### src/inc/serial_port_pkg.sv
// Shared constants and carriers for the full-duplex serial port pins.
// Assumes a single system clock domain; link clocks are sampled inputs.
package serial_port_pkg;
  localparam int          WORD_BITS      = 16;
  localparam int          BYTE_BITS      = 8;
  localparam int          CNT_W          = 5;
  localparam logic [4:0]  WORD_COUNT     = 5'h10;
  localparam logic [4:0]  BYTE_COUNT     = 5'h08;
  localparam logic [15:0] SHIFT_RST      = 16'h0000;
  localparam logic [4:0]  CNT_RST        = 5'h00;
  localparam int          SYNC_STAGES    = 2;
  // Edge detector history taken after the synchroniser
  localparam logic [1:0]  EDGE_RST       = 2'h3;

  typedef struct packed {
    logic bit_clock;
    logic frame_sync;
    logic data;
  } link_in_t;

  typedef struct packed {
    logic        valid;
    logic [15:0] data;
  } rx_word_t;

  function automatic logic [4:0] bits_for_mode(input logic byte_mode);
    bits_for_mode = byte_mode ? BYTE_COUNT : WORD_COUNT;
  endfunction
endpackage

### src/pin_sync.sv
// Two-stage synchroniser with edge detection on the synchronised level.
// Assumes input is asynchronous to sys_clk.
`timescale 1ns/1ns
`default_nettype none
module pin_sync #(
  parameter int WIDTH = 3
) (
  input  wire logic             sys_clk,
  input  wire logic             srst,
  input  wire logic [WIDTH-1:0] async_in,
  output logic      [WIDTH-1:0] level,
  output logic      [WIDTH-1:0] rise,
  output logic      [WIDTH-1:0] fall
);
  logic [WIDTH-1:0] meta_r;
  logic [WIDTH-1:0] sync_r;
  logic [WIDTH-1:0] prev_r;

  always_ff @(posedge sys_clk) begin
    if (srst) begin
      meta_r <= '1;
      sync_r <= '1;
      prev_r <= '1;
    end else begin
      meta_r <= async_in;
      sync_r <= meta_r;
      prev_r <= sync_r;
    end
  end

  assign level = sync_r;
  assign rise  = sync_r & ~prev_r;
  assign fall  = ~sync_r & prev_r;
endmodule // pin_sync
`default_nettype wire

### src/serial_port_pins.sv
// Full-duplex serial port: receive and transmit shift paths on pins.
// Assumes link clocks are far slower than sys_clk (several samples a bit).
`timescale 1ns/1ns
`default_nettype none
// Functional notes
// - Receive shifts on external receive clock
// - Transmit shifts on external transmit clock
// - Serial output driven only while shifting
// - Receive frame-sync falling edge starts receive
// - Transmit frame-sync falling edge starts transmit while sync-out select is low
// - Transmit frame-sync is input while sync-out select is low
// - Sync-out select drives frame-sync, self-generated
// - Independent receive and transmit paths concurrently
// - Byte or word length by mode
module serial_port_pins (
  input  wire logic        sys_clk,
  input  wire logic        srst,
  input  wire logic        rx_bit_clock,
  input  wire logic        rx_frame_sync,
  input  wire logic        serial_in_pin,
  input  wire logic        tx_bit_clock,
  input  wire logic        tx_frame_sync_in,
  output logic             tx_frame_sync_out,
  output logic             tx_frame_sync_oe,
  output logic             serial_out_pin,
  output logic             serial_out_oe,
  input  wire logic        byte_mode,
  input  wire logic        tx_sync_out_select,
  input  wire logic [15:0] tx_data,
  input  wire logic        tx_load,
  output logic             tx_ready,
  output logic [15:0]      rx_data,
  output logic             rx_valid,
  output logic             tx_done
);
  logic [4:0] lvl, rise, fall;

  pin_sync #(.WIDTH(5)) u_sync (
    .sys_clk  (sys_clk),
    .srst     (srst),
    .async_in ({rx_bit_clock,
                rx_frame_sync,
                serial_in_pin,
                tx_bit_clock,
                tx_frame_sync_in}),
    .level    (lvl),
    .rise     (rise),
    .fall     (fall)
  );

  wire logic rclk_fall = fall[4];
  wire logic rfs_fall  = fall[3];
  wire logic rdat      = lvl[2];
  wire logic xclk_rise = rise[1];
  wire logic xfs_fall  = fall[0];

  // Counts stop at 16, so the 5-bit sum never wraps
  function automatic logic [4:0] cnt_inc(input logic [4:0] c);
    cnt_inc = c + 5'h01;
  endfunction

  // Receive path
  typedef enum logic [1:0] {RX_IDLE, RX_SHIFT} rx_state_t;
  rx_state_t   rx_st_r, rx_st_nxt;
  logic [15:0] rx_shift_reg_r, rx_shift_reg_nxt;
  logic [4:0]  rx_cnt_r, rx_cnt_nxt;
  logic [4:0]  rx_len_r, rx_len_nxt;
  serial_port_pkg::rx_word_t rx_out_r, rx_out_nxt;

  always_comb begin
    rx_st_nxt        = rx_st_r;
    rx_shift_reg_nxt = rx_shift_reg_r;
    rx_cnt_nxt       = rx_cnt_r;
    rx_len_nxt       = rx_len_r;
    rx_out_nxt       = rx_out_r;
    rx_out_nxt.valid = 1'b0;
    unique case (rx_st_r)
      RX_IDLE: begin
        if (rfs_fall) begin
          rx_st_nxt  = RX_SHIFT;
          rx_cnt_nxt = serial_port_pkg::CNT_RST;
          // Length fixed per frame; a mode flip mid-frame waits
          rx_len_nxt = serial_port_pkg::bits_for_mode(byte_mode);
        end
      end
      RX_SHIFT: begin
        // Sample data on falling receive clock edge
        if (rclk_fall) begin
          rx_shift_reg_nxt = {rx_shift_reg_r[14:0], rdat};
          rx_cnt_nxt       = cnt_inc(rx_cnt_r);
          if (cnt_inc(rx_cnt_r) == rx_len_r) begin
            rx_st_nxt        = RX_IDLE;
            rx_out_nxt.valid = 1'b1;
            rx_out_nxt.data  = (rx_len_r == serial_port_pkg::BYTE_COUNT) ?
              {8'h00, rx_shift_reg_r[6:0], rdat} :
              {rx_shift_reg_r[14:0], rdat};
          end
        end
      end
      default: rx_st_nxt = RX_IDLE;
    endcase
  end

  always_ff @(posedge sys_clk) begin
    if (srst) begin
      rx_st_r        <= RX_IDLE;
      rx_shift_reg_r <= serial_port_pkg::SHIFT_RST;
      rx_cnt_r       <= serial_port_pkg::CNT_RST;
      rx_len_r       <= serial_port_pkg::WORD_COUNT;
      rx_out_r       <= '0;
    end else begin
      rx_st_r        <= rx_st_nxt;
      rx_shift_reg_r <= rx_shift_reg_nxt;
      rx_cnt_r       <= rx_cnt_nxt;
      rx_len_r       <= rx_len_nxt;
      rx_out_r       <= rx_out_nxt;
    end
  end

  assign rx_data  = rx_out_r.data;
  assign rx_valid = rx_out_r.valid;

  // Transmit path, independent of receive
  typedef enum logic [1:0] {TX_IDLE, TX_ARMED, TX_SHIFT} tx_state_t;
  tx_state_t   tx_st_r, tx_st_nxt;
  logic [15:0] tx_shift_reg_r, tx_shift_reg_nxt;
  logic [4:0]  tx_cnt_r, tx_cnt_nxt;
  logic [4:0]  tx_len_r, tx_len_nxt;
  logic        dout_r, dout_nxt;
  logic        dout_oe_r, dout_oe_nxt;
  logic        fs_out_r, fs_out_nxt;
  logic        done_r, done_nxt;
  logic        start_tx;

  // Internal sync pulse: low for one transmit clock when armed
  always_comb begin
    start_tx = tx_sync_out_select ? (fs_out_r == 1'b0 && xclk_rise)
                                  : xfs_fall;
  end

  always_comb begin
    tx_st_nxt        = tx_st_r;
    tx_shift_reg_nxt = tx_shift_reg_r;
    tx_cnt_nxt       = tx_cnt_r;
    tx_len_nxt       = tx_len_r;
    dout_nxt         = dout_r;
    dout_oe_nxt      = dout_oe_r;
    fs_out_nxt       = fs_out_r;
    done_nxt         = 1'b0;
    unique case (tx_st_r)
      TX_IDLE: begin
        dout_oe_nxt = 1'b0;
        fs_out_nxt  = 1'b1;
        if (tx_load) begin
          tx_shift_reg_nxt = byte_mode ? {tx_data[7:0], 8'h00} : tx_data;
          // Length fixed at load, together with the shift word
          tx_len_nxt       = serial_port_pkg::bits_for_mode(byte_mode);
          tx_st_nxt        = TX_ARMED;
        end
      end
      TX_ARMED: begin
        if (tx_sync_out_select && xclk_rise && fs_out_r) begin
          fs_out_nxt = 1'b0;
        end
        if (start_tx) begin
          tx_st_nxt  = TX_SHIFT;
          tx_cnt_nxt = serial_port_pkg::CNT_RST;
          fs_out_nxt = 1'b1;
        end
      end
      TX_SHIFT: begin
        // New bit presented on rising transmit clock edge
        if (xclk_rise) begin
          if (tx_cnt_r == tx_len_r) begin
            tx_st_nxt   = TX_IDLE;
            dout_oe_nxt = 1'b0;
            done_nxt    = 1'b1;
          end else begin
            dout_nxt         = tx_shift_reg_r[15];
            dout_oe_nxt      = 1'b1;
            tx_shift_reg_nxt = {tx_shift_reg_r[14:0], 1'b0};
            tx_cnt_nxt       = cnt_inc(tx_cnt_r);
          end
        end
      end
      default: tx_st_nxt = TX_IDLE;
    endcase
  end

  always_ff @(posedge sys_clk) begin
    if (srst) begin
      tx_st_r        <= TX_IDLE;
      tx_shift_reg_r <= serial_port_pkg::SHIFT_RST;
      tx_cnt_r       <= serial_port_pkg::CNT_RST;
      tx_len_r       <= serial_port_pkg::WORD_COUNT;
      dout_r         <= 1'b0;
      dout_oe_r      <= 1'b0;
      fs_out_r       <= 1'b1;
      done_r         <= 1'b0;
    end else begin
      tx_st_r        <= tx_st_nxt;
      tx_shift_reg_r <= tx_shift_reg_nxt;
      tx_cnt_r       <= tx_cnt_nxt;
      tx_len_r       <= tx_len_nxt;
      dout_r         <= dout_nxt;
      dout_oe_r      <= dout_oe_nxt;
      fs_out_r       <= fs_out_nxt;
      done_r         <= done_nxt;
    end
  end

  // Output enable follows the sync-out select, so the pin is an input only while select is low
  assign tx_frame_sync_oe  = tx_sync_out_select;
  assign tx_frame_sync_out = fs_out_r;
  assign serial_out_pin    = dout_r;
  assign serial_out_oe     = dout_oe_r;
  assign tx_ready          = (tx_st_r == TX_IDLE);
  assign tx_done           = done_r;
endmodule // serial_port_pins
`default_nettype wire

### config.mk
export PLATFORM = sky130hd
export DESIGN_NAME = serial_port_pins
export DESIGN_NICKNAME = d
export VERILOG_FILES = /design/src/inc/serial_port_pkg.sv /design/src/pin_sync.sv /design/src/serial_port_pins.sv
export SDC_FILE = /design/constraint.sdc
export NUM_CORES = 1
export LEC_CHECK = 0
export BUFFER_PORTS_ARGS = -buffer_cell sky130_fd_sc_hd__buf_2
export CAP_MARGIN = 40
export CORE_MARGIN = 3
export CORE_UTILIZATION = 45
export DETAILED_ROUTE_END_ITERATION = 16
export GPL_TIMING_DRIVEN = 0
export PLACE_DENSITY = 0.65
export SYNTH_ARGS = -nofsm -noshare
export SYNTH_HDL_FRONTEND = slang
export SYNTH_SLANG_ARGS = --single-unit
### constraint.sdc
create_clock -name sys_clk -period 2.5 [get_ports sys_clk]
set_clock_uncertainty 0.05 [all_clocks]
set_input_delay 0.375 -clock sys_clk [delete_from_list [all_inputs] [get_ports sys_clk]]
set_output_delay 0.375 -clock sys_clk [all_outputs]
set_load 0.02 [all_outputs]
## Word level (Yosys, flattened, before mapping)

Cells that the tools add are included.

| storage, ports and cells | value |
|---|---|
| bits in registers | 91 |
| latch bits | 0 |
| memory bits (writable) | 0 |
| ROM bits | 0 |
| output and inout bits | 23 |
| word-level logic and storage cells | 99 |
| memories | 0 |

| cells by class | value |
|---|---|
| add/sub/neg operators | 2 |
| multiply operators | 0 |
| divide/modulo/power cells | 0 |
| magnitude comparators | 0 |
| equal/unequal tests | 15 |
| shifts and indexed selects | 0 |
| mux-type cells | 32 |
| bitwise gates (word level) | 10 |
| reduce and logical (&&, ||, !) cells | 23 |

Operator list:

| kind | count |
|---|---|
| $mux W16 | 5 |
| $pmux W16 S2 | 1 |
| $mux W5 | 6 |
| $pmux W5 S2 | 2 |
| $mux W17 | 1 |
| $ne A2 B2 Y1 const B | 8 |
| $mux W2 | 7 |
| $reduce_and A3 Y1 | 4 |
| $reduce_and A4 Y1 | 3 |
| $add A5 B1 Y5 const B | 2 |
| $eq A5 B5 Y1 | 2 |
| $reduce_and A2 Y1 | 5 |
| $reduce_bool A2 Y1 | 4 |
| $mux W1 | 6 |
| $not A1 Y1 | 6 |
| $pmux W2 S3 | 1 |
| $reduce_or A3 Y1 | 2 |
| $and A5 B5 Y5 | 1 |
| $eq A5 B4 Y1 const B | 1 |
| $not A5 Y5 | 1 |
| $eq A2 B1 Y1 const B | 2 |
| $logic_not A2 Y1 | 2 |
| $pmux W1 S2 | 2 |
| $pmux W2 S2 | 1 |
| 5 further kinds | 7 |

## Depth between registers and ports, before layout

| depth | value |
|---|---|
| depth in word-level cells | 7 |
| gate-level depth with buffers | 8 |
| gate-level depth less buffers | 6 |

## Cells and area by module

Synthesis repeated with hierarchy kept, for this count alone.

| unflattened totals | value |
|---|---|
| cell total of the unflattened synthesis | 416 |
| area total of the unflattened synthesis | 3844.9 µm² |

By module, submodules not included:

| module | instances | cells an instance | area an instance (µm²) |
|---|---|---|---|
| serial_port_pins | 1 | 375 | 3377.0 |
| pin_sync | 1 | 41 | 467.9 |

## Worst setup path before layout

No wires, ideal clock.

| timing | value |
|---|---|
| path kind | register -> register |
| start point | register rx_cnt_r[0] |
| end point | register rx_out_r, in the netlist rx_data[13] |
| library setup time | 72 ps |
| arrival time | 1774 ps |
| data required time | 2378 ps |
| setup slack | 605 ps |
| stages on the path, launching flop included | 7 |
| clock period less this slack | 1895 ps |
| cell sequence | dfxtp_1 > ha_1 > nand2_1 > or4_4 > mux2i_4 > buf_8 > mux2i_1 |

| between the ends | value |
|---|---|
| longest elaborated chain between the ends | 3 |

RTL lines:

| element | line | text |
|---|---|---|
| start, declared | serial_port_pins.sv:66 | `logic [4:0] rx_cnt_r, rx_cnt_nxt;` |
| start signal, assigned | serial_port_pins.sv:108 | `rx_cnt_r <= serial_port_pkg::CNT_RST;` |
| start signal, assigned | serial_port_pins.sv:114 | `rx_cnt_r <= rx_cnt_nxt;` |
| $add A5 B1 Y5 | serial_port_pins.sv:59 | `cnt_inc = c + 5'h01;` |
| $eq A5 B5 Y1 | serial_port_pins.sv:91 | `if (cnt_inc(rx_cnt_r) == rx_len_r) begin` |
| $reduce_and A3 Y1 (no source line) | n/a |  |
| end signal, assigned | serial_port_pins.sv:116 | `rx_out_r <= rx_out_nxt;` |
| end, declared | serial_port_pins.sv:68 | `serial_port_pkg::rx_word_t rx_out_r, rx_out_nxt;` |

Every way passes these cells.
A chain may end at the register's enable or synchronous reset.

## Worst setup path after layout

| timing | value |
|---|---|
| start point | register rx_cnt_r[0] |
| end point | register rx_out_r, in the netlist rx_data[5] |

The elaborated chain is that of the path after synthesis.

==> summary.txt <==
Clock network
  • CTS tree: built
  • CTS Buf Count: 9
  • CTS resizes: 0
  • Clk_lat worst skew: 360 ps
  • Worst-path clk slew: 90 ps
  • CTS max path bufs: 2
  • Hold_buf cts: 0
  • # Post-CTS Setup Buffers: 0
  • Clock sinks: 83
  • Root Driver: clkbuf_8
  • H-tree Lvls: 3

Worst setup path
  • Crit path launch: rx_cnt_r[0]
  • Critical path endpoint category: flip-flop
  • RR Startpoint: rx_cnt_r[0]
  • Setup CP Type: reg2reg
  • CP peak stage delay: 500 ps
  • Crit-path slowest cell: or4_4
  • Startpoint Class: flip-flop
  • CP max FO: 10
  • CP cell instances: ha_1, nand2_1, or4_4, mux2i_4, buf_8, mux2i_1
  • CP arrival: 2360 ps
  • Required @ worst endpoint: 2750 ps

Global routing
  • Initial antenna violation count: 0
  • Grt total ovfl: 0
  • Gr usage total: 17.6%
  • First-pass GRT wire length: 12,700 um
  • Largest net degree at the start of global routing: 16
  • Vias in the first global route: 2,708

Logic synthesis
  • Post-synth top area share: 46.0%
  • Syn Nets: 427
  • Unique masters post-synth: 48
  • Cell Area, Synth: 0.00361 mm^2
  • Most common flop cell mapped by yosys: dfxtp_1
  • Synth warnings: 0
  • Register area share after synthesis: 46.0%
  • Post-synth EDFFs: 0
  • Avg Cell Area, Syn: 9.08 um^2
  • Synth area leaders: dfxtp_1 (46%), mux2i_1 (9.4%), nand2_1 (5.7%)
  • Yosys reg bits: 83
  • Synth Instances: 398
  • Area leader, netlist: dfxtp_1
  • Async set-reset flop share out of synthesis: 0%

Floorplan
  • Placeable Area: 0.00777 mm^2
  • I/O pins: 49
  • Die W: 95.6 um
  • # rows: 32
  • DIE AREA: 0.00914 mm^2
  • Initial core utilization: 46.5%
  • DIE HEIGHT: 95.6 um

Timing
  • Fmax: 473 MHz
  • Final hold violation count: 0
  • Worst-Margin Slew: 720 ps
  • Setup ws final: 386 ps
  • Minimum clock period after layout: 2110 ps
  • Period utilization: 84.6%
  • Slew headroom: 52.0%
  • Setup violators final: 0
  • Fin. max-slew vios: 0
  • RSZ-0062 raised after global routing: no
  • Setup TNS: 0 ps

Power and ir drop
  • Power share of the sequential group: 49.1%
  • Leak: 1.61 nW
  • Peak VDD IR: 0.000279 V
  • Int Pwr: 2.15 mW
  • Clock share of power: 41.5%
  • Psw: 694 uW
  • Switching Share: 24.4%
  • Logic pwr share: 9.4%
  • Power Dens Cells: 674 mW/mm^2

Hold path
  • HP Class: in2reg
  • Hold Path Origin: tx_bit_clock

Routing
  • Final ANT Viol Nets: 0
  • Vias: 2,897
  • Vias per cell: 5.15
  • Iter 0 DRT Violations: 82
  • Post-Route WL: 7580 um
  • Drt drc: 0
  • Avg WL per Cell: 13.5 um
  • Drt pass-1 iters: 5

Final layout
  • Area Overhead vs Synth: 16.9%
  • Layout cell share with drive strength beyond 1: 20.2%
  • Number of diodes: 0
  • Final nets: 485

Placement
  • Place WS: 384 ps
  • Port Buffers: 47
  • RD Place Congestion: 0.838
  • Post-DP HPWL: 5440 um

Run status
  • Status: completed

Flow run
  • Reported max-cap violation count: 0
[worst max-delay path, delay by kind of cell (launching register included)]
family / cells / cell delay (ps)
fa+ha+maj: 1 / 220
buf+inv: 1 / 220
flops: 1 / 380
mux: 2 / 590
simple gates: 2 / 600
[path summary, 6_finish.rpt]
| kind | end | slack (ps) | cells past startpoint |
|---|---|---|---|
| setup reg to reg | rx_data[5] | 390 | 6 |
| setup / recovery | rx_data[5] | 390 | 6 |
| hold / removal | u_sync.meta_r[1] | 140 | 2 |
| hold reg to reg | u_sync.level[2] | 360 | 1 |
[layer usage]
layer	part of all wire [%]	vias up	global-route usage (%)
li1	-	1498	-
met3	4.2	8	3.95
met5	0	-	0
met1	48	1327	23.2
met4	1.4	0	5.81
met2	46	64	28.4
[cells by family (layout without fill, tap and decap cells)]
family          Yosys count  count (layout)  synth area share, %
compound gates           72              72                 12.6
xor+xnor                  4               4                0.970
fa+ha+maj                 3               3                 1.04
buf+inv                  31              94                 3.78
flops                    83              83                 46.0
mux                      36              36                 10.4
simple gates            169             169                 25.3
[cells in the final DEF, fill, tap and decap left out, types with 2 or more instances in the layout]
master,Yosys,layout
ha_1,3,3
nand4b_1,2,2
nand4_1,2,2
nand3_1,12,12
or3_1,2,2
and2_1,2,2
or3b_2,2,2
clkbuf_1,18,18
a21oi_1,37,37
xor2_1,4,4
nor3b_1,4,4
o221ai_1,8,8
bufinv_16,0,3
buf_2,4,51
o21ai_0,5,5
buf_1,2,2
nand3b_1,6,6
clkbuf_8,0,9
inv_1,5,5
nor2b_1,10,10
dfxtp_1,83,83
nand2b_1,30,30
nor2_1,11,11
nand2_1,55,55
inv_6,0,2
mux2i_1,34,34
nor3_1,9,9
a211oi_1,10,10
or2_2,16,16
[sequential cells by signal, summed over array words and instances (netlist names), 2 cells and up]
name,count
rx_len_r,2
u_sync.prev_r,4
tx_len_r,2
tx_shift_reg_r,16
u_sync.level,5
tx_st_r,2
tx_cnt_r,5
u_sync.meta_r,5
rx_cnt_r,5
rx_data,16
rx_shift_reg_r,15
[through the flow]
stage | hold WS (ps) | power (mW) | std cells | utilization (%) | instance area, um^2
final | 144 | 2.85 | 563 | 54.4 | 4220
after global routing | 145 | 2.96 | 563 | 54.4 | 4220
after CTS | 137 | 2.87 | 563 | 54.4 | 4220
after detailed placement | 344 | 1.69 | 547 | 51.2 | 3980
after global placement | 344 | 1.69 | 547 | 51.2 | 3980
after floorplan | 339 | 1.61 | 398 | - | 3610
[synth_stat cells, types with 2 or more instances]
cell type and n:
inv_1 5, buf_1 2, and2_1 2, nor2b_1 10
o221ai_1 8, nand3_1 12, a211oi_1 10, dfxtp_1 83
nand4b_1 2, nand3b_1 6, nor2_1 11, nand2b_1 30
or2_2 16, clkbuf_1 18, a21oi_1 37, or3b_2 2
nand4_1 2, nor3b_1 4, ha_1 3, o21ai_0 5
xor2_1 4, buf_2 4, nor3_1 9, mux2i_1 34
or3_1 2, nand2_1 55
[power groups by stage]
stage / clock network [mW] / registers [mW] / logic (mW)
floorplan: 0 / 1.42 / 0.195
global placement: 0 / 1.43 / 0.265
detailed placement: 0 / 1.43 / 0.268
CTS: 1.21 / 1.40 / 0.269
global route: 1.26 / 1.40 / 0.300
finish: 1.18 / 1.40 / 0.266
[layout make-up]
class                           instances  area, um^2
Fill cell                             729        3540
Multi-Input combinational cell        284        1810
Sequential cell                        83        1660
Timing Repair Buffer                   47         235
Tap cell                              102         128
Clock buffer                            9         124
Clock inverter                          7         124
Buffer                                 26         118
Inverter                                5        18.8
Note: power is estimated with default switching activity, not from simulation.
